`src/rtl/lnm_map.vh`:
```
// Constants for the node mode and wake controller.
`ifndef LNM_MAP_VH
`define LNM_MAP_VH
`define LNM_CLK_MHZ        125
`define LNM_MODE_W         3
`define LNM_MODE_UNPOWERED 3'h0
`define LNM_MODE_FAILSAFE  3'h1
`define LNM_MODE_NORMAL    3'h2
`define LNM_MODE_SILENT    3'h3
`define LNM_MODE_SLEEP     3'h4
`define LNM_RESET_MS       4
`define LNM_DOM_TIMEOUT_MS 6
`define LNM_STUCK_TXD_MS   20
`define LNM_WAKE_REARM_US  10
`define LNM_IGN_REARM_US   250
`define LNM_BUS_FILT_US    100
`define LNM_WAKE_FILT_US   50
`define LNM_IGN_FILT_US    160
`define LNM_RESET_CYC      (`LNM_RESET_MS * 1000 * `LNM_CLK_MHZ)
`define LNM_DOM_CYC        (`LNM_DOM_TIMEOUT_MS * 1000 * `LNM_CLK_MHZ)
`define LNM_STUCK_CYC      (`LNM_STUCK_TXD_MS * 1000 * `LNM_CLK_MHZ)
`define LNM_WREARM_CYC     (`LNM_WAKE_REARM_US * `LNM_CLK_MHZ)
`define LNM_IREARM_CYC     (`LNM_IGN_REARM_US * `LNM_CLK_MHZ)
`define LNM_BUS_CYC        (`LNM_BUS_FILT_US * `LNM_CLK_MHZ)
`define LNM_WAKE_CYC       (`LNM_WAKE_FILT_US * `LNM_CLK_MHZ)
`define LNM_IGN_CYC        (`LNM_IGN_FILT_US * `LNM_CLK_MHZ)
`endif

```
`src/rtl/lnm_mode_ctrl.v`:
```
// Operating-mode and wake controller of a bus node basis chip.
// Function
// - Normal keeps transceiver on; reset low gives fail-safe.
// - Enable fall with transmit high enters silent.
// - Silent disables transmit and termination; weak pull-up.
// - Silent/sleep entry ignores bus and wake pin levels.
// - Silent undervoltage pulls reset low, fail-safe.
// - Filtered bus dominant pulse gives remote wake.
// - After remote wake, enable high gives normal.
// - Enable fall with transmit low enters sleep.
// - Sleep: regulator, inhibit off; reset, receive low.
// - Power-up: fail-safe, reset low 4ms, link off.
// - Fail-safe held until enable high, then normal.
// - Battery undervoltage in silent/sleep gives fail-safe.
// - Any reset-low outside unpowered moves directly to fail-safe.
// - Supply good leaves unpowered; no change during reset.
// - Bus low in normal arms wake on next rise.
// - Filtered wake pin low gives local wake.
// - Wake pin rearms after high over 10us.
// - Filtered ignition high gives local wake.
// - Ignition rearms after low over 250us.
// - Fail-safe transmit shows last wake source.
// - Flags clear on normal entry; source kept.
// - Stuck-low transmit allows sleep at once; no 20ms wait.
// - Normal passes transmit to bus, bus to receive.
// - Transmit low over 6ms forces bus recessive.
`timescale 1ns/1ns
`include "lnm_map.vh"
// The controller runs from the single system clock, so every filter, rearm
// and timeout below is a plain cycle counter compared with a parameter.
// The defaults reproduce the nominal times at 125 MHz; a bench may shrink
// them to keep runs short without touching any of the logic.
// Mode codes are shared with the outside through the constants header so
// that a host model or monitor decodes the same values as the mode output.
module lnm_mode_ctrl #(
    // Filter and timeout lengths in clock cycles.
    parameter RESET_CYC  = `LNM_RESET_CYC,
    parameter DOM_CYC    = `LNM_DOM_CYC,
    parameter STUCK_CYC  = `LNM_STUCK_CYC,
    parameter WREARM_CYC = `LNM_WREARM_CYC,
    parameter IREARM_CYC = `LNM_IREARM_CYC,
    parameter BUS_CYC    = `LNM_BUS_CYC,
    parameter WAKE_CYC   = `LNM_WAKE_CYC,
    parameter IGN_CYC    = `LNM_IGN_CYC
) (
    // Clock and reset.
    input  wire                   clock,
    input  wire                   rst,
    // Supply monitors.
    input  wire                   battery_supply_ok,
    input  wire                   vcc_undervoltage,
    input  wire                   watchdog_fault,
    // Host pins.
    input  wire                   enable_in,
    input  wire                   txd_in,
    output reg                    txd_out,
    output reg                    txd_oe_n,
    output reg                    rxd_out,
    output reg                    reset_out_n,
    // Bus and wake pins.
    input  wire                   bus_level,
    input  wire                   local_wake_in,
    input  wire                   ignition_wake_input,
    output reg                    bus_drive_dominant,
    output reg                    bus_termination_on,
    output reg                    bus_weak_pullup_on,
    // Supply control and status.
    output reg                    regulator_on,
    output reg                    regulator_inhibit_out,
    output reg                    undervoltage_det_on,
    output reg  [`LNM_MODE_W-1:0] mode_out
);
    localparam [2:0] UNP = `LNM_MODE_UNPOWERED;
    localparam [2:0] FSF = `LNM_MODE_FAILSAFE;
    localparam [2:0] NRM = `LNM_MODE_NORMAL;
    localparam [2:0] SIL = `LNM_MODE_SILENT;
    localparam [2:0] SLP = `LNM_MODE_SLEEP;
    localparam [31:0] ONE = 32'h00000001;

    reg [2:0]  mode_q, mode_d;
    reg [31:0] rst_cnt_q, dom_cnt_q, bus_cnt_q, wk_cnt_q, ig_cnt_q, wr_cnt_q, ir_cnt_q;
    reg        en_q, bus_q;
    reg        bus_armed_q, wk_armed_q, ig_armed_q, dom_block_q;
    reg        wake_flag_q, src_local_q;
    wire       en_fall  = en_q & ~enable_in;
    wire       bus_rise = ~bus_q & bus_level;
    wire       rst_low  = (rst_cnt_q != 32'h0) | vcc_undervoltage | watchdog_fault;
    wire       low_power = (mode_q == SIL) | (mode_q == SLP);
    wire       bus_wake = low_power & bus_armed_q & bus_rise;
    wire       wk_wake  = low_power & wk_armed_q & (wk_cnt_q >= WAKE_CYC);
    wire       ig_wake  = low_power & ig_armed_q & (ig_cnt_q >= IGN_CYC);
    // A stuck-low transmit counts as low at once; the pin alone decides, with no timeout.
    wire       tx_low   = ~txd_in;
    // Events that restart the reset pulse in this cycle.
    wire       rst_load = (mode_q == UNP && battery_supply_ok) ||
                          (mode_q == SIL && ~battery_supply_ok) || vcc_undervoltage;
    // Next values of the wake flags, so the pins show a wake on the edge that enters fail-safe.
    wire       wake_any = bus_wake | wk_wake | ig_wake;
    wire       flag_d   = wake_any | (wake_flag_q & (mode_d != NRM));
    wire       src_d    = wake_any ? (wk_wake | ig_wake) : src_local_q;

    // Edge history of the input pins.
    always @(posedge clock) begin
        if (rst) begin
            en_q <= 1'b0;
            bus_q <= 1'b1;
        end else begin
            en_q <= enable_in;
            bus_q <= bus_level;
        end
    end

    // Reset pulse: restarts on power-up, on undervoltage and on a battery drop in silent.
    always @(posedge clock) begin
        if (rst) begin
            rst_cnt_q <= 32'h0;
        end else if (mode_q == UNP && battery_supply_ok) begin
            rst_cnt_q <= RESET_CYC;
        end else if ((mode_q == SIL && ~battery_supply_ok) || vcc_undervoltage) begin
            rst_cnt_q <= RESET_CYC;
        end else if (rst_cnt_q != 32'h0) begin
            rst_cnt_q <= rst_cnt_q - ONE;
        end
    end

    // Dominant timeout on transmit; the low time saturates at STUCK_CYC and does not gate sleep.
    always @(posedge clock) begin
        if (rst) begin
            dom_cnt_q <= 32'h0;
            dom_block_q <= 1'b0;
        end else if (txd_in) begin
            dom_cnt_q <= 32'h0;
            dom_block_q <= 1'b0;
        end else begin
            if (dom_cnt_q < STUCK_CYC)
                dom_cnt_q <= dom_cnt_q + ONE;
            if (dom_cnt_q >= DOM_CYC)
                dom_block_q <= 1'b1;
        end
    end

    // Bus wake filter: runs in normal too so a dominant before sleep still wakes.
    always @(posedge clock) begin
        if (rst) begin
            bus_cnt_q <= 32'h0;
            bus_armed_q <= 1'b0;
        end else if (mode_q != NRM && !low_power) begin
            bus_cnt_q <= 32'h0;
            bus_armed_q <= 1'b0;
        end else if (!bus_level) begin
            if (bus_cnt_q < BUS_CYC)
                bus_cnt_q <= bus_cnt_q + ONE;
            else
                bus_armed_q <= 1'b1;
        end else begin
            bus_cnt_q <= 32'h0;
            bus_armed_q <= 1'b0;
        end
    end

    // Wake pin filter and rearm; a held-low pin does not block sleep entry.
    always @(posedge clock) begin
        if (rst) begin
            wk_cnt_q <= 32'h0;
            wr_cnt_q <= 32'h0;
            wk_armed_q <= 1'b0;
        end else if (local_wake_in) begin
            wk_cnt_q <= 32'h0;
            if (wr_cnt_q < WREARM_CYC)
                wr_cnt_q <= wr_cnt_q + ONE;
            else
                wk_armed_q <= 1'b1;
        end else begin
            wr_cnt_q <= 32'h0;
            if (wk_cnt_q < WAKE_CYC)
                wk_cnt_q <= wk_cnt_q + ONE;
            if (wk_wake)
                wk_armed_q <= 1'b0;
        end
    end

    // Ignition filter and rearm, mirrored polarity of the wake pin.
    always @(posedge clock) begin
        if (rst) begin
            ig_cnt_q <= 32'h0;
            ir_cnt_q <= 32'h0;
            ig_armed_q <= 1'b0;
        end else if (!ignition_wake_input) begin
            ig_cnt_q <= 32'h0;
            if (ir_cnt_q < IREARM_CYC)
                ir_cnt_q <= ir_cnt_q + ONE;
            else
                ig_armed_q <= 1'b1;
        end else begin
            ir_cnt_q <= 32'h0;
            if (ig_cnt_q < IGN_CYC)
                ig_cnt_q <= ig_cnt_q + ONE;
            if (ig_wake)
                ig_armed_q <= 1'b0;
        end
    end

    // Mode transitions; reset-low has priority over every host request.
    // Unpowered is left only once the battery monitor reports a good supply,
    // and the reset pulse started on that edge then blocks the enable input.
    // Fail-safe waits for enable high; a host that keeps enable low there
    // keeps the regulator running, which is the safe state after any fault.
    // Silent and sleep are entered on the enable fall whatever the bus and
    // wake pins show, so a held wake pin can never trap the node awake.
    // A stuck-low transmit pin therefore always leads to sleep on an enable
    // fall; the dominant timeout only keeps the bus driver recessive.
    // From silent and sleep every wake source and every supply fault lead to
    // fail-safe; sleep with a low battery does so without a new reset pulse.
    always @* begin
        mode_d = mode_q;
        case (mode_q)
            UNP: begin
                if (battery_supply_ok)
                    mode_d = FSF;
            end
            FSF: begin
                if (!rst_low && enable_in)
                    mode_d = NRM;
            end
            NRM: begin
                if (rst_low)
                    mode_d = FSF;
                else if (en_fall && txd_in)
                    mode_d = SIL;
                else if (en_fall && tx_low)
                    mode_d = SLP;
            end
            SIL, SLP: begin
                if (~battery_supply_ok || rst_low || bus_wake || wk_wake || ig_wake)
                    mode_d = FSF;
            end
            default: mode_d = FSF;
        endcase
        if (mode_q != UNP && rst_low)
            mode_d = FSF;
    end

    // Mode register and wake flags; a wake in the clearing cycle still sets.
    always @(posedge clock) begin
        if (rst) begin
            mode_q <= UNP;
            wake_flag_q <= 1'b0;
            src_local_q <= 1'b0;
        end else begin
            mode_q <= mode_d;
            wake_flag_q <= flag_d;
            src_local_q <= src_d;
        end
    end

    // Pin drivers, all registered from the next mode.
    // Working from the next mode and next flags means every pin changes on
    // the same edge as the mode output, with no one-cycle stale window.
    // The reset output also looks at the reload condition, otherwise it
    // would show a one-cycle high pulse on the edge that starts the pulse.
    // The transmit pin is only ever pulled low by the device; the high level
    // for a remote wake comes from the pull-up on the host side.
    // The receive pin follows the bus one cycle late in normal mode, which
    // is far below any bit time on the link.
    always @(posedge clock) begin
        if (rst) begin
            txd_out <= 1'b1;
            txd_oe_n <= 1'b1;
            rxd_out <= 1'b0;
            reset_out_n <= 1'b0;
            bus_drive_dominant <= 1'b0;
            bus_termination_on <= 1'b0;
            bus_weak_pullup_on <= 1'b0;
            regulator_on <= 1'b0;
            regulator_inhibit_out <= 1'b0;
            undervoltage_det_on <= 1'b0;
            mode_out <= UNP;
        end else begin
            mode_out <= mode_d;
            // Local source drives a strong low; remote leaves the weak pull-up high.
            txd_out <= 1'b0;
            txd_oe_n <= ~(mode_d == FSF && flag_d && src_d);
            rxd_out <= (mode_d == NRM) ? bus_level :
                       (mode_d == SLP) ? 1'b0 :
                       ~(mode_d == FSF && flag_d);
            reset_out_n <= ~(rst_low | rst_load | (mode_d == SLP) | (mode_d == UNP));
            bus_drive_dominant <= (mode_d == NRM) & ~txd_in & ~dom_block_q;
            bus_termination_on <= (mode_d == NRM) | (mode_d == FSF);
            bus_weak_pullup_on <= (mode_d == SIL) | (mode_d == SLP);
            regulator_on <= (mode_d != SLP) & (mode_d != UNP);
            regulator_inhibit_out <= ((mode_d == NRM) | (mode_d == FSF)) & ~vcc_undervoltage;
            undervoltage_det_on <= (mode_d != UNP);
        end
    end
endmodule // lnm_mode_ctrl

```
`config.mk`:
```
export PLATFORM = sky130hd
export DESIGN_NAME = lnm_mode_ctrl
export DESIGN_NICKNAME = d
export VERILOG_FILES = /design/src/rtl/lnm_mode_ctrl.v
export VERILOG_INCLUDE_DIRS = /design/src /design/src/rtl
export SDC_FILE = /design/constraint.sdc
export NUM_CORES = 1
export LEC_CHECK = 0
export BUFFER_PORTS_ARGS = -buffer_cell sky130_fd_sc_hd__buf_2
export CAP_MARGIN = 20
export CORE_UTILIZATION = 35
export CTS_BUF_LIST = sky130_fd_sc_hd__clkbuf_16
export CTS_CLUSTER_DIAMETER = 100
export DETAILED_ROUTE_END_ITERATION = 8
export GPL_TIMING_DRIVEN = 0
export MAX_ROUTING_LAYER = met4
export SYNTH_ARGS = -nofsm -noshare
export SYNTH_HDL_FRONTEND = slang
export SYNTH_SLANG_ARGS = --single-unit
```
`constraint.sdc`:
```
create_clock -name clock -period 3.9 [get_ports clock]
set_input_delay 0.39 -clock clock [delete_from_list [all_inputs] [get_ports clock]]
set_output_delay 0.39 -clock clock [all_outputs]
set_load 0.05 [all_outputs]
```
==> results of run 1 <==
## layer usage
layer  routed length (um)  share of wire, %  GRT usage [%]
met4                  459               2.6           4.15
met1                 9080                52           18.2
met2                 7330                42           20.6
met3                  553               3.2           2.33
met5                    0                 0              -
## cell usage in the layout, fill, tap and decap left out, types with 28 or more instances in the layout
| cell type | count |
|---|---|
| dfxtp_1 | 245 |
| nor2_1 | 147 |
| and2_1 | 106 |
| nand2_1 | 61 |
| a21oi_1 | 47 |
| xnor2_1 | 46 |
| xor2_1 | 42 |
| nor4_1 | 39 |
| nand3_1 | 30 |
| inv_1 | 29 |
| o21ai_0 | 28 |
## metrics by stage
stage	setup WS, ns	hold slack [ns]	util, %	cells	cell area [um^2]
after floorplan	1.05	0.398	-	1024	9460
after global placement	0.809	0.415	38.0	1381	9990
after detailed placement	0.834	0.426	38.0	1381	9990
after CTS	0.806	0.0846	41.2	1431	10800
after global routing	0.596	0.0936	41.2	1432	10800
final	0.783	0.108	41.2	1432	10800
## how the worst max path moves through the flow
stage / slack, ns / from / cells past startpoint / endpoint
floorplan: 1.05 / rst_cnt_q[23]$_SDFFE_PP0P_ / 8 / bus_termination_on$_SDFF_PP0_
global placement: 0.81 / rst_cnt_q[23]$_SDFFE_PP0P_ / 8 / bus_weak_pullup_on$_SDFF_PP0_
detailed placement: 0.83 / rst_cnt_q[23]$_SDFFE_PP0P_ / 8 / wake_flag_q$_SDFF_PP0_
CTS: 0.81 / rst_cnt_q[23]$_SDFFE_PP0P_ / 8 / wake_flag_q$_SDFF_PP0_
global route: 0.60 / rst_cnt_q[8]$_SDFFE_PP0P_ / 8 / bus_weak_pullup_on$_SDFF_PP0_
finish: 0.78 / rst_cnt_q[17]$_SDFFE_PP0P_ / 8 / bus_weak_pullup_on$_SDFF_PP0_
## sequential cells by signal, summed over array words and instances (netlist names), 3 cells and up
signal / count
ig_cnt_q: 32
rst_cnt_q: 32
mode_out: 3
wk_cnt_q: 32
wr_cnt_q: 32
ir_cnt_q: 32
bus_cnt_q: 32
dom_cnt_q: 32
## area by class of cell
cell class              count  area share [%]
inverters                  24           0.832
repair buffers             23            1.06
multi-input cells         724            39.9
plain buffers              31            1.34
flip-flops and latches    245            45.3
clock buffers              27            6.24
clock inverters            23            1.46
well taps                 335            3.87
## cell families (layout without fill, tap and decap cells)
family	Yosys count	count (layout)	share of synthesized area (%)
fa+ha+maj	11	11	1.45
xor+xnor	88	88	8.14
mux	3	3	0.317
buf+inv	55	128	2.49
compound gates	110	110	7.18
flops	245	245	51.8
simple gates	512	512	28.6
## worst register-to-register path, cell delays in order, from the launching register on
cell and delay, ns:
dfxtp_1 0.34, nor4_1 0.62, nand4b_4 0.19, or4_4 0.51
buf_6 0.16, or3_4 0.40, o31ai_1 0.51, nand2_1 0.10
a21oi_1 0.20
## synthesized netlist by cell type, types with 3 or more instances
| library cell | count | share of area (%) |
|---|---|---|
| a211oi_1 | 5 | 0.40 |
| a21oi_1 | 47 | 2.5 |
| and2_1 | 106 | 7.0 |
| and3_1 | 17 | 1.1 |
| and4_1 | 7 | 0.65 |
| buf_6 | 3 | 0.36 |
| clkbuf_1 | 27 | 1.1 |
| dfxtp_1 | 245 | 52 |
| ha_1 | 11 | 1.5 |
| inv_1 | 24 | 0.95 |
| mux2i_1 | 3 | 0.32 |
| nand2_1 | 61 | 2.4 |
| nand2b_1 | 7 | 0.46 |
| nand3_1 | 30 | 1.6 |
| nand3b_1 | 3 | 0.24 |
| nand4_1 | 18 | 1.2 |
| nor2_1 | 147 | 5.8 |
| nor2b_1 | 6 | 0.40 |
| nor3_1 | 24 | 1.3 |
| nor4_1 | 39 | 2.6 |
| o21ai_0 | 28 | 1.5 |
| o21bai_1 | 3 | 0.24 |
| o31ai_1 | 4 | 0.32 |
| or2_2 | 5 | 0.33 |
| or3_1 | 21 | 1.4 |
| or4_1 | 6 | 0.48 |
| xnor2_1 | 46 | 4.3 |
| xor2_1 | 42 | 3.9 |
## where the power goes
part,switching [mW],internal [mW],leakage (nW)
sequential,0.0229,2.53,1.98
clock,0.979,1.38,0.425
combinational,0.134,0.0756,1.58
total,1.14,3.99,3.99
==> out/metrics.csv, run 1 <==
stage;metric;value;unit
critical_path;Worst R2R Path Depth;8;
synth;Synth Flop Type;dfxtp_1;
synth;synthesized flop and latch total;245;
cts;clock sinks;245;
global_routing;first-pass GRT wire length;31100;um
synth;post-synth net total;1045;
cts;worst-skew pair later-pin latency;0.52;ns
critical_path;reg2reg end;bus_weak_pullup_on$_SDFF_PP0_;
cells_and_area;antenna fix cells;0;
sta;RSZ-0062 raised after global routing;no;
critical_path;crit-path cells;nor4_1, nand4b_4, or4_4, buf_6, or3_4, o31ai_1, nand2_1, a21oi_1;
hold_path;worst hold endpoint;regulator_inhibit_out$_SDFF_PP0_;
synth;Yosys warnings;0;
synth;EDFF count, synth;0;
cells_and_area;Multi-input gate area;4320;um^2
cells_and_area;Synth-to-Final Area Change;14.4;%
hold_path;worst hold path class;primary input to flip-flop;
sta;Worst slew margin;37.3;%
sta;minimum clock period;3.12;ns
sta;Hold Fails Final Rpt;0;
critical_path;R2R setup slack;0.78;ns
run;Max Cap Viol;0;
sta;# setup viols final;0;
critical_path;worst path bufs/invs;1;
critical_path;Critical Path Max Stage Delay;0.62;ns
cells_and_area;Reg area;4900;um^2
critical_path;Worst R2R Start;rst_cnt_q[17]$_SDFFE_PP0P_;
critical_path;Max FO, Critical Path;10;
hold_path;Worst Hold Launch;vcc_undervoltage;
cts;cts hold-fix bufs;0;
cts;Clock H-tree levels;1;
global_routing;Global Route Usage Sum;13.5;%
detailed_routing;drt wl/cell;12.2;um
synth;synthesized area per cell;9.24;um^2
hold_path;worst hold path cell count;2;
sta;Slew @ Worst Pin;0.929;ns
floorplan;num rows;59;
floorplan;initial core utilization;36.0;%
floorplan;Die Ht;166;um
cells_and_area;fin nets;1097;
detailed_routing;drt initial violations;365;
synth;Unique masters post-synth;59;
floorplan;full die area;27700;um^2
sta;fin. max-slew vios;0;
synth;Post-synth ARST share;0;%
floorplan;# IOs;23;
critical_path;crit path launch type;flip-flop;
critical_path;slowest cell on the critical path;nor4_1;
global_routing;vias in the first global route;6628;
cts;Post-CTS Resized;0;
sta;f_max;0.321;GHz
cts;Clock transition at path regs;0.06;ns
detailed_routing;Post-DRT Antenna Nets;0;
power;P per Cell Area;473;nW/um^2
cts;worst-case clock buffer depth;3;
global_routing;largest net degree at the start of global routing;14;
critical_path;Crit. End Element;flip-flop;
floorplan;core box area;26300;um^2
critical_path;crit path kind;flip-flop to flip-flop;
critical_path;CP arrival;3.56;ns
power;total power draw;5.12;mW
global_routing;Overflow after GRT;0;
power;VDD IR max;0.328;mV
synth;Post-Syn Area;9460;um^2
place;PortBufs;22;
floorplan;Die Wd;166;um
cells_and_area;fillers;2579;
synth;post-synthesis sequential area ratio;51.8;%
place;Final HPWL DP;11800;um
cts;TritonCTS clock tree;done;
detailed_routing;via count;6759;
place;gpl congestion;0.811;
detailed_routing;# DRC;3;
outcome;status;finished with violations;
cells_and_area;layout cells sized above 1;7.57;%
critical_path;Required @ worst endpoint;4.34;ns
power;Leakage;3.99;nW
cts;Root Buffer;clkbuf_16;
detailed_routing;drt first pass iters;6;
outcome;failing checks;DRC;
detailed_routing;final WL;17400;um
critical_path;CP delay by family, top;simple AND/OR/NAND/NOR gates;
detailed_routing;vias per cell;4.72;
sta;Setup Skew;0.00975;ns
cts;setup repair bufs after CTS;0;
sta;setup TNS;0;ns
cts;CTS Buf Count;27;
sta;final period utilization;79.9;%
global_routing;initial antenna violation count;0;
synth;Synth Instances;1024;
(Power assumes the default switching activity.)
==> inputs of run 2 (changes only) <==
==> constraint.sdc (replaced) <==
create_clock -name clock -period 2.74 [get_ports clock]
set_input_delay 0.274 -clock clock [delete_from_list [all_inputs] [get_ports clock]]
set_output_delay 0.274 -clock clock [all_outputs]
set_load 0.05 [all_outputs]
==> run 2 against run 1 <==
  * The flow finishes with violations (DRC, setup timing)
  * Clock power rose by 58%
  * Cell count is 0.42% higher
  * Count of clock-buffer cells in the layout is the same
  * Fmax increased by 11%
  * Sequential cell count did not move
  * Global-route usage fell by 0.40 points
  * First-iteration DRC count is 3.0% lower
  * Sequential share of layout area fell by 1.2 points
  * Die area stayed put
  * Critical endpoint is now bus_termination_on$_SDFF_PP0_
  * Largest power group is now clock
==> out/metrics.csv, run 2 (synthesis gave the netlist of run 1 again) <==
stage;metric;value;unit;change
outcome;status;finished with violations;;
outcome;failing checks;DRC, setup timing;;
detailed_routing;drt wl/cell;12.1;um;-0.38%
place;PortBufs;22;;unchanged
cts;Clock H-tree levels;1;;unchanged
global_routing;Global Route Usage Sum;13.1;%;-0.40 points
sta;Setup Skew;0.0254;ns;+0.0157 ns
critical_path;slowest cell on the critical path;or4_4;;
global_routing;largest net degree at the start of global routing;15;;+1
cts;worst-case clock buffer depth;3;;unchanged
cells_and_area;leading cell type in the layout, fill and taps excluded;dfxtp_1;;
power;sequential share of power;47.4;%;-2.4 points
global_routing;vias in the first global route;6276;;-5.3%
floorplan;Die Wd;166;um;unchanged
place;dpl cells;1381;;unchanged
global_routing;Overflow after GRT;0;;unchanged
cells_and_area;fin nets;1104;;+0.64%
sta;Hold WS;0.0368;ns;-0.0710 ns
run;Max Cap Viol;0;;unchanged
detailed_routing;drt first pass iters;6;;unchanged
sta;Hold Fails Final Rpt;0;;unchanged
sta;# setup viols final;5;;+5
critical_path;Crit. End Element;flip-flop;;
global_routing;initial antenna violation count;0;;unchanged
power;Power Internal;5.99;mW;+50%
cells_and_area;layout cells sized above 1;10.4;%;+2.9 points
floorplan;initial core utilization;36.0;%;unchanged
critical_path;R2R setup slack;-0.06;ns;-0.85 ns
critical_path;crit path launch type;flip-flop;;
floorplan;# IOs;23;;unchanged
critical_path;Critical Path Start;rst_cnt_q[24]$_SDFFE_PP0P_;;
cells_and_area;commonest cells after routing, fill and taps aside;243 x dfxtp_1, 144 x nor2_1, 105 x and2_1;;
detailed_routing;final WL;17400;um;about the same
power;P per Cell Area;690;nW/um^2;+46%
critical_path;crit-path cells;or4_4, nand4b_4, or4_4, o41a_1, a221o_1, xnor2_2, nor2_1;;
critical_path;most frequent CP cell;or4_4;;
sta;Worst slew margin;54.5;%;+17 points
critical_path;Max FO, Critical Path;5;;-5
floorplan;Die Ht;166;um;unchanged
cells_and_area;final core occ;42.3;%;+1.1 points
power;VDD IR max;0.448;mV;+36%
cts;Clock transition at path regs;0.06;ns;about the same
power;Leakage;4.08;nW;+2.3%
cells_and_area;Non-Filler Instances;1438;;+0.42%
cells_and_area;antenna fix cells;0;;unchanged
hold_path;worst hold path class;primary input to flip-flop;;
detailed_routing;vias per cell;4.74;;+0.53%
detailed_routing;# DRC;2;;-1
cts;worst-skew pair later-pin latency;0.55;ns;+0.03 ns
critical_path;Critical Path End;bus_termination_on$_SDFF_PP0_;;
cts;Root Buffer;clkbuf_16;;
sta;Setup WS post-layout;-0.0643;ns;-0.847 ns
detailed_routing;Post-DRT Antenna Nets;0;;unchanged
sta;f_max;0.357;GHz;+11%
critical_path;reg2reg end;bus_termination_on$_SDFF_PP0_;;
sta;Slew @ Worst Pin;0.683;ns;-0.246 ns
critical_path;crit path kind;flip-flop to flip-flop;;
cts;clock sinks;245;;unchanged
cells_and_area;Synth-to-Final Area Change;17.5;%;
critical_path;Worst R2R Path Depth;7;;-1
floorplan;num rows;59;;unchanged
sta;minimum clock period;2.80;ns;-0.313 ns
detailed_routing;drt initial violations;354;;-3.0%
critical_path;Worst R2R Start;rst_cnt_q[24]$_SDFFE_PP0P_;;
sta;final period utilization;102;%;+22 points
power;Clk network pwr share;48.5;%;+2.4 points
sta;setup TNS;-0.177;ns;-0.177 ns
cts;CTS Buf Count;27;;unchanged
power;sw frac;21.9;%;-0.27 points
sta;RSZ-0062 raised after global routing;yes;;
sta;fin. max-slew vios;0;;unchanged
critical_path;Required @ worst endpoint;3.15;ns;-1.19 ns
detailed_routing;via count;6823;;+0.95%
place;pre-CTS WS;-0.310;ns;-1.14 ns
floorplan;core box area;26300;um^2;unchanged
global_routing;first-pass GRT wire length;30100;um;-3.2%
floorplan;full die area;27700;um^2;unchanged
power;switching power;1.68;mW;+48%
critical_path;CP arrival;3.21;ns;-0.35 ns
place;Final HPWL DP;11800;um;-0.41%
cts;TritonCTS clock tree;done;;
place;gpl congestion;0.783;;-3.5%
power;Gate power share;4.1;%;about the same
critical_path;Critical Path Max Stage Delay;0.57;ns;-0.05 ns
[run 2: layout make-up]
class	instances	area [um^2]
buffer	30	138
clock buffer	27	676
clock inverter	22	249
fill	2564	15200
inverter	24	90.1
multi-input combinational	724	4460
sequential	245	4910
tap	335	419
timing repair buffer	31	183
[run 2: per-stage QoR]
step                total power [mW]  area (um^2)
global placement                4.01        10000
global route                    7.98        11100
CTS                             7.78        11000
finish                          7.67        11100
detailed placement              4.01        10000
floorplan                       3.93         9480
[run 2: power groups by stage]
| stage | clock, mW | combinational (mW) | sequential, mW |
|---|---|---|---|
| after CTS | 3.83 | 0.312 | 3.63 |
| after detailed placement | 0 | 0.298 | 3.71 |
| final | 3.72 | 0.314 | 3.64 |
| after global placement | 0 | 0.295 | 3.71 |
| after floorplan | 0 | 0.201 | 3.73 |
| after global routing | 3.99 | 0.351 | 3.64 |
[run 2: what timing repair did]
action | in CTS | in global routing
setup buffers | 4 | 3
pin swaps | 6 | 9
endpoints found under the hold margin | 2 | 0
hold buffers | 2 | 0
endpoints found under the setup margin | 26 | 34
gates resized for setup | 17 | 13
[run 2: metal layers]
metal  global-route usage [%]  vias to the layer above  wire [um]
met3                     2.04                       32        606
met1                     17.9                     3092       9010
met5                        -                        -          0
li1                         -                     3627          -
met4                     4.51                        0        416
met2                     19.7                       72       7390
[run 2: worst min-delay path by stage]
stage,depth (start not counted),start,to
floorplan,0,rst,txd_out$_DFF_P_
global route,1,rst,txd_out$_DFF_P_
detailed placement,1,ig_cnt_q[30]$_SDFFE_PP0P_,ig_cnt_q[30]$_SDFFE_PP0P_
global placement,1,wr_cnt_q[13]$_SDFFE_PP0N_,wr_cnt_q[13]$_SDFFE_PP0N_
CTS,1,rst,txd_out$_DFF_P_
finish,3,bus_level,rxd_out$_SDFF_PP0_
[run 2: worst max-delay path, delay by kind of cell, from the launching register on]
| kind | cells | cell delay, ns |
|---|---|---|
| DFF | 1 | 0.34 |
| and+or+nand+nor | 4 | 1.37 |
| xor gates and xnor gates | 1 | 0.22 |
| AOI/OAI and AO/OA | 2 | 0.77 |
==> inputs of run 3 (changes only) <==
--- a/config.mk
+++ b/config.mk
@@ -8,11 +8,13 @@
 export LEC_CHECK = 0
 export BUFFER_PORTS_ARGS = -buffer_cell sky130_fd_sc_hd__buf_2
 export CAP_MARGIN = 20
+export CORE_ASPECT_RATIO = 1.2
 export CORE_UTILIZATION = 35
 export CTS_BUF_LIST = sky130_fd_sc_hd__clkbuf_16
 export CTS_CLUSTER_DIAMETER = 100
 export DETAILED_ROUTE_END_ITERATION = 8
 export GPL_TIMING_DRIVEN = 0
+export HOLD_SLACK_MARGIN = 0.05
 export MAX_ROUTING_LAYER = met4
 export SYNTH_ARGS = -nofsm -noshare
 export SYNTH_HDL_FRONTEND = slang
==> run 3 against run 2 <==
  * The run still ends with DRC, setup timing left
  * Sequential share of layout area is 0.25 points higher
  * Global-route usage is 0.24 points higher
  * Combinational power hardly changed
  * Via count is 0.18% lower
  * Sequential power hardly changed
  * Utilization is 0.48 points lower
  * Largest cell class unchanged
  * Largest power group is now sequential cells
==> out/metrics.csv, run 3 (synthesis gave the netlist of run 1 again) <==
stage;metric;value;unit;change
cts;worst-case clock buffer depth;3;;unchanged
cts;worst-skew pair later-pin latency;0.52;ns;-0.03 ns
detailed_routing;Post-DRT Antenna Nets;0;;unchanged
critical_path;crit path launch type;flip-flop;;
critical_path;crit path kind;flip-flop to flip-flop;;
hold_path;worst hold endpoint;bus_q$_SDFF_PP1_;;
run;Max Cap Viol;0;;unchanged
sta;minimum clock period;2.81;ns;+0.0101 ns
global_routing;Overflow after GRT;0;;unchanged
cts;TritonCTS clock tree;done;;
cts;Root Buffer;clkbuf_16;;
floorplan;core box area;26400;um^2;+0.58%
sta;Setup Skew;0.0157;ns;-0.00978 ns
critical_path;R2R setup slack;-0.07;ns;about the same
critical_path;slowest cell on the critical path;or4_4;;
detailed_routing;met3 WL;628;um;+3.6%
critical_path;reg2reg end;bus_termination_on$_SDFF_PP0_;;
critical_path;Required @ worst endpoint;3.13;ns;-0.02 ns
critical_path;Critical Path Max Stage Delay;0.56;ns;about the same
critical_path;Worst R2R Path Depth;8;;+1
critical_path;Worst R2R Start;rst_cnt_q[24]$_SDFFE_PP0P_;;
cells_and_area;final core occ;41.9;%;-0.48 points
power;Leakage;4.06;nW;-0.40%
floorplan;num rows;65;;+10%
global_routing;Global Route Usage Sum;13.4;%;+0.24 points
cts;clock sinks;245;;unchanged
detailed_routing;met2 WL;8050;um;+9.0%
cts;Clock H-tree levels;1;;unchanged
cells_and_area;fillers;2564;;unchanged
critical_path;most frequent CP cell;or4_4;;
sta;RSZ-0062 raised after global routing;yes;;
power;P per Cell Area;672;nW/um^2;-2.6%
floorplan;Die Wd;152;um;-8.6%
sta;f_max;0.355;GHz;-0.36%
power;VDD IR max;0.371;mV;-17%
sta;final period utilization;103;%;+0.37 points
cells_and_area;Final Cell Area;11100;um^2;-0.56%
place;gpl congestion;0.792;;+1.3%
cells_and_area;layout cells sized above 1;9.89;%;-0.54 points
sta;# setup viols final;3;;-2
sta;fin. max-slew vios;0;;unchanged
sta;Worst slew margin;58.0;%;+3.6 points
place;PortBufs;22;;unchanged
detailed_routing;final WL;17600;um;+1.2%
floorplan;initial core utilization;35.8;%;-0.21 points
place;dpl cells;1382;;+0.072%
hold_path;worst hold path class;primary input to flip-flop;;
global_routing;initial antenna violation count;1;;+1
power;total power draw;7.43;mW;-3.2%
detailed_routing;M1 wire length;8650;um;-4.0%
floorplan;# IOs;23;;unchanged
sta;Setup WS post-layout;-0.0744;ns;-0.0101 ns
sta;Hold Fails Final Rpt;0;;unchanged
global_routing;largest net degree at the start of global routing;15;;unchanged
detailed_routing;drt wl/cell;12.3;um;+1.2%
cts;Clock transition at path regs;0.06;ns;about the same
detailed_routing;via count;6811;;-0.18%
global_routing;vias in the first global route;6478;;+3.2%
critical_path;CP arrival;3.20;ns;about the same
cells_and_area;fin nets;1105;;+0.091%
global_routing;first-pass GRT wire length;30600;um;+1.6%
cells_and_area;Non-Filler Instances;1438;;unchanged
sta;Slew @ Worst Pin;0.630;ns;-0.0534 ns
detailed_routing;drt initial violations;282;;-20%
place;Post-DP Area;10000;um^2;about the same
hold_path;Worst Hold Launch;bus_level;;
critical_path;crit-path cells;or4_4, nand4b_4, or4_4, or3_4, o31ai_4, buf_4, xnor2_2, nor2_1;;
hold_path;worst hold path cell count;2;;-1
detailed_routing;# DRC;2;;unchanged
floorplan;full die area;27700;um^2;about the same
detailed_routing;vias per cell;4.74;;-0.18%
outcome;status;finished with violations;;
critical_path;Max FO, Critical Path;5;;unchanged
detailed_routing;drt first pass iters;6;;unchanged
cells_and_area;leading cell type in the layout, fill and taps excluded;dfxtp_1;;
cells_and_area;commonest cells after routing, fill and taps aside;243 x dfxtp_1, 145 x nor2_1, 105 x and2_1;;
critical_path;Crit. End Element;flip-flop;;
detailed_routing;top sig layer;met4;;
cts;CTS Buf Count;25;;-7.4%
floorplan;Die Ht;182;um;+9.4%
cells_and_area;Synth-to-Final Area Change;16.9;%;
place;Final HPWL DP;11900;um;+0.72%
outcome;failing checks;DRC, setup timing;;
==> run 3: changes by cell type in the layout (fill, tap and decap cells not counted), sizes merged <==
cell	change
buf	+1
clkbuf	-1
clkinv	-2
clkinvlp	-1
diode	+1
dlygate4sd3	+1
inv	+1
==> run 3: final cells by class <==
class	count	area, um^2	share of cell area, %
Clock buffer	25	626	5.66
Antenna cell	1	2.50	0.0226
Multi-Input combinational cell	724	4460	40.3
Inverter	24	90.1	0.814
Timing Repair Buffer	34	205	1.85
Sequential cell	245	4910	44.4
Tap cell	335	419	3.79
Clock inverter	20	214	1.93
Buffer	30	138	1.24
==> run 3: worst max path at each step <==
stage / from / to / slack [ns] / depth (start not counted)
floorplan: rst_cnt_q[26]$_SDFFE_PP0P_ / wake_flag_q$_SDFF_PP0_ / -0.02 / 8
global placement: ig_cnt_q[5]$_SDFFE_PP0P_ / bus_drive_dominant$_SDFF_PP0_ / -0.43 / 8
detailed placement: ig_cnt_q[5]$_SDFFE_PP0P_ / bus_drive_dominant$_SDFF_PP0_ / -0.43 / 8
CTS: rst_cnt_q[24]$_SDFFE_PP0P_ / bus_termination_on$_SDFF_PP0_ / -0.07 / 7
global route: rst_cnt_q[24]$_SDFFE_PP0P_ / regulator_inhibit_out$_SDFF_PP0_ / -0.15 / 8
finish: rst_cnt_q[24]$_SDFFE_PP0P_ / bus_termination_on$_SDFF_PP0_ / -0.07 / 8
==> run 3: worst max-delay path, delay by kind of cell (launching register included) <==
family                 cells  cell delay, ns
buffers and inverters      1            0.18
AND/OR/NAND/NOR            5            1.72
AO/OA/AOI/OAI              1            0.34
XOR/XNOR                   1            0.12
flip-flops                 1            0.31
==> run 3: what timing repair did <==
action                                 CTS  global route
setup endpoints to repair               24            46
hold buffers                             3             0
endpoints found under the hold margin    3             0
buffers inserted                         5             3
resized for setup                       16            10
pin swaps                               12             6
==> run 3: report_power, final <==
part           leakage [nW]  switching (mW)  internal [mW]
clock                 0.423            1.36           2.12
combinational          1.66           0.194          0.122
sequential             1.98          0.0379           3.60
==> run 3: metal layers <==
metal / GRT usage [%] / vias to the layer above
li1: - / 3617
met1: 16.6 / 3111
met2: 21.9 / 60
met3: 2.45 / 23
met4: 4.29 / 0
met5: - / -
==> run 3: stage by stage <==
step | hold WS (ns) | TNS [ns] | setup slack (ns)
2_1_floorplan | 0.302 | -0.0342 | -0.0192
3_5_place_dp | 0.437 | -3.93 | -0.427
3_3_place_gp | 0.436 | -4.40 | -0.434
4_1_cts | 0.0589 | -0.315 | -0.0654
5_1_grt | 0.0684 | -0.869 | -0.145
6_report | 0.0766 | -0.156 | -0.0744
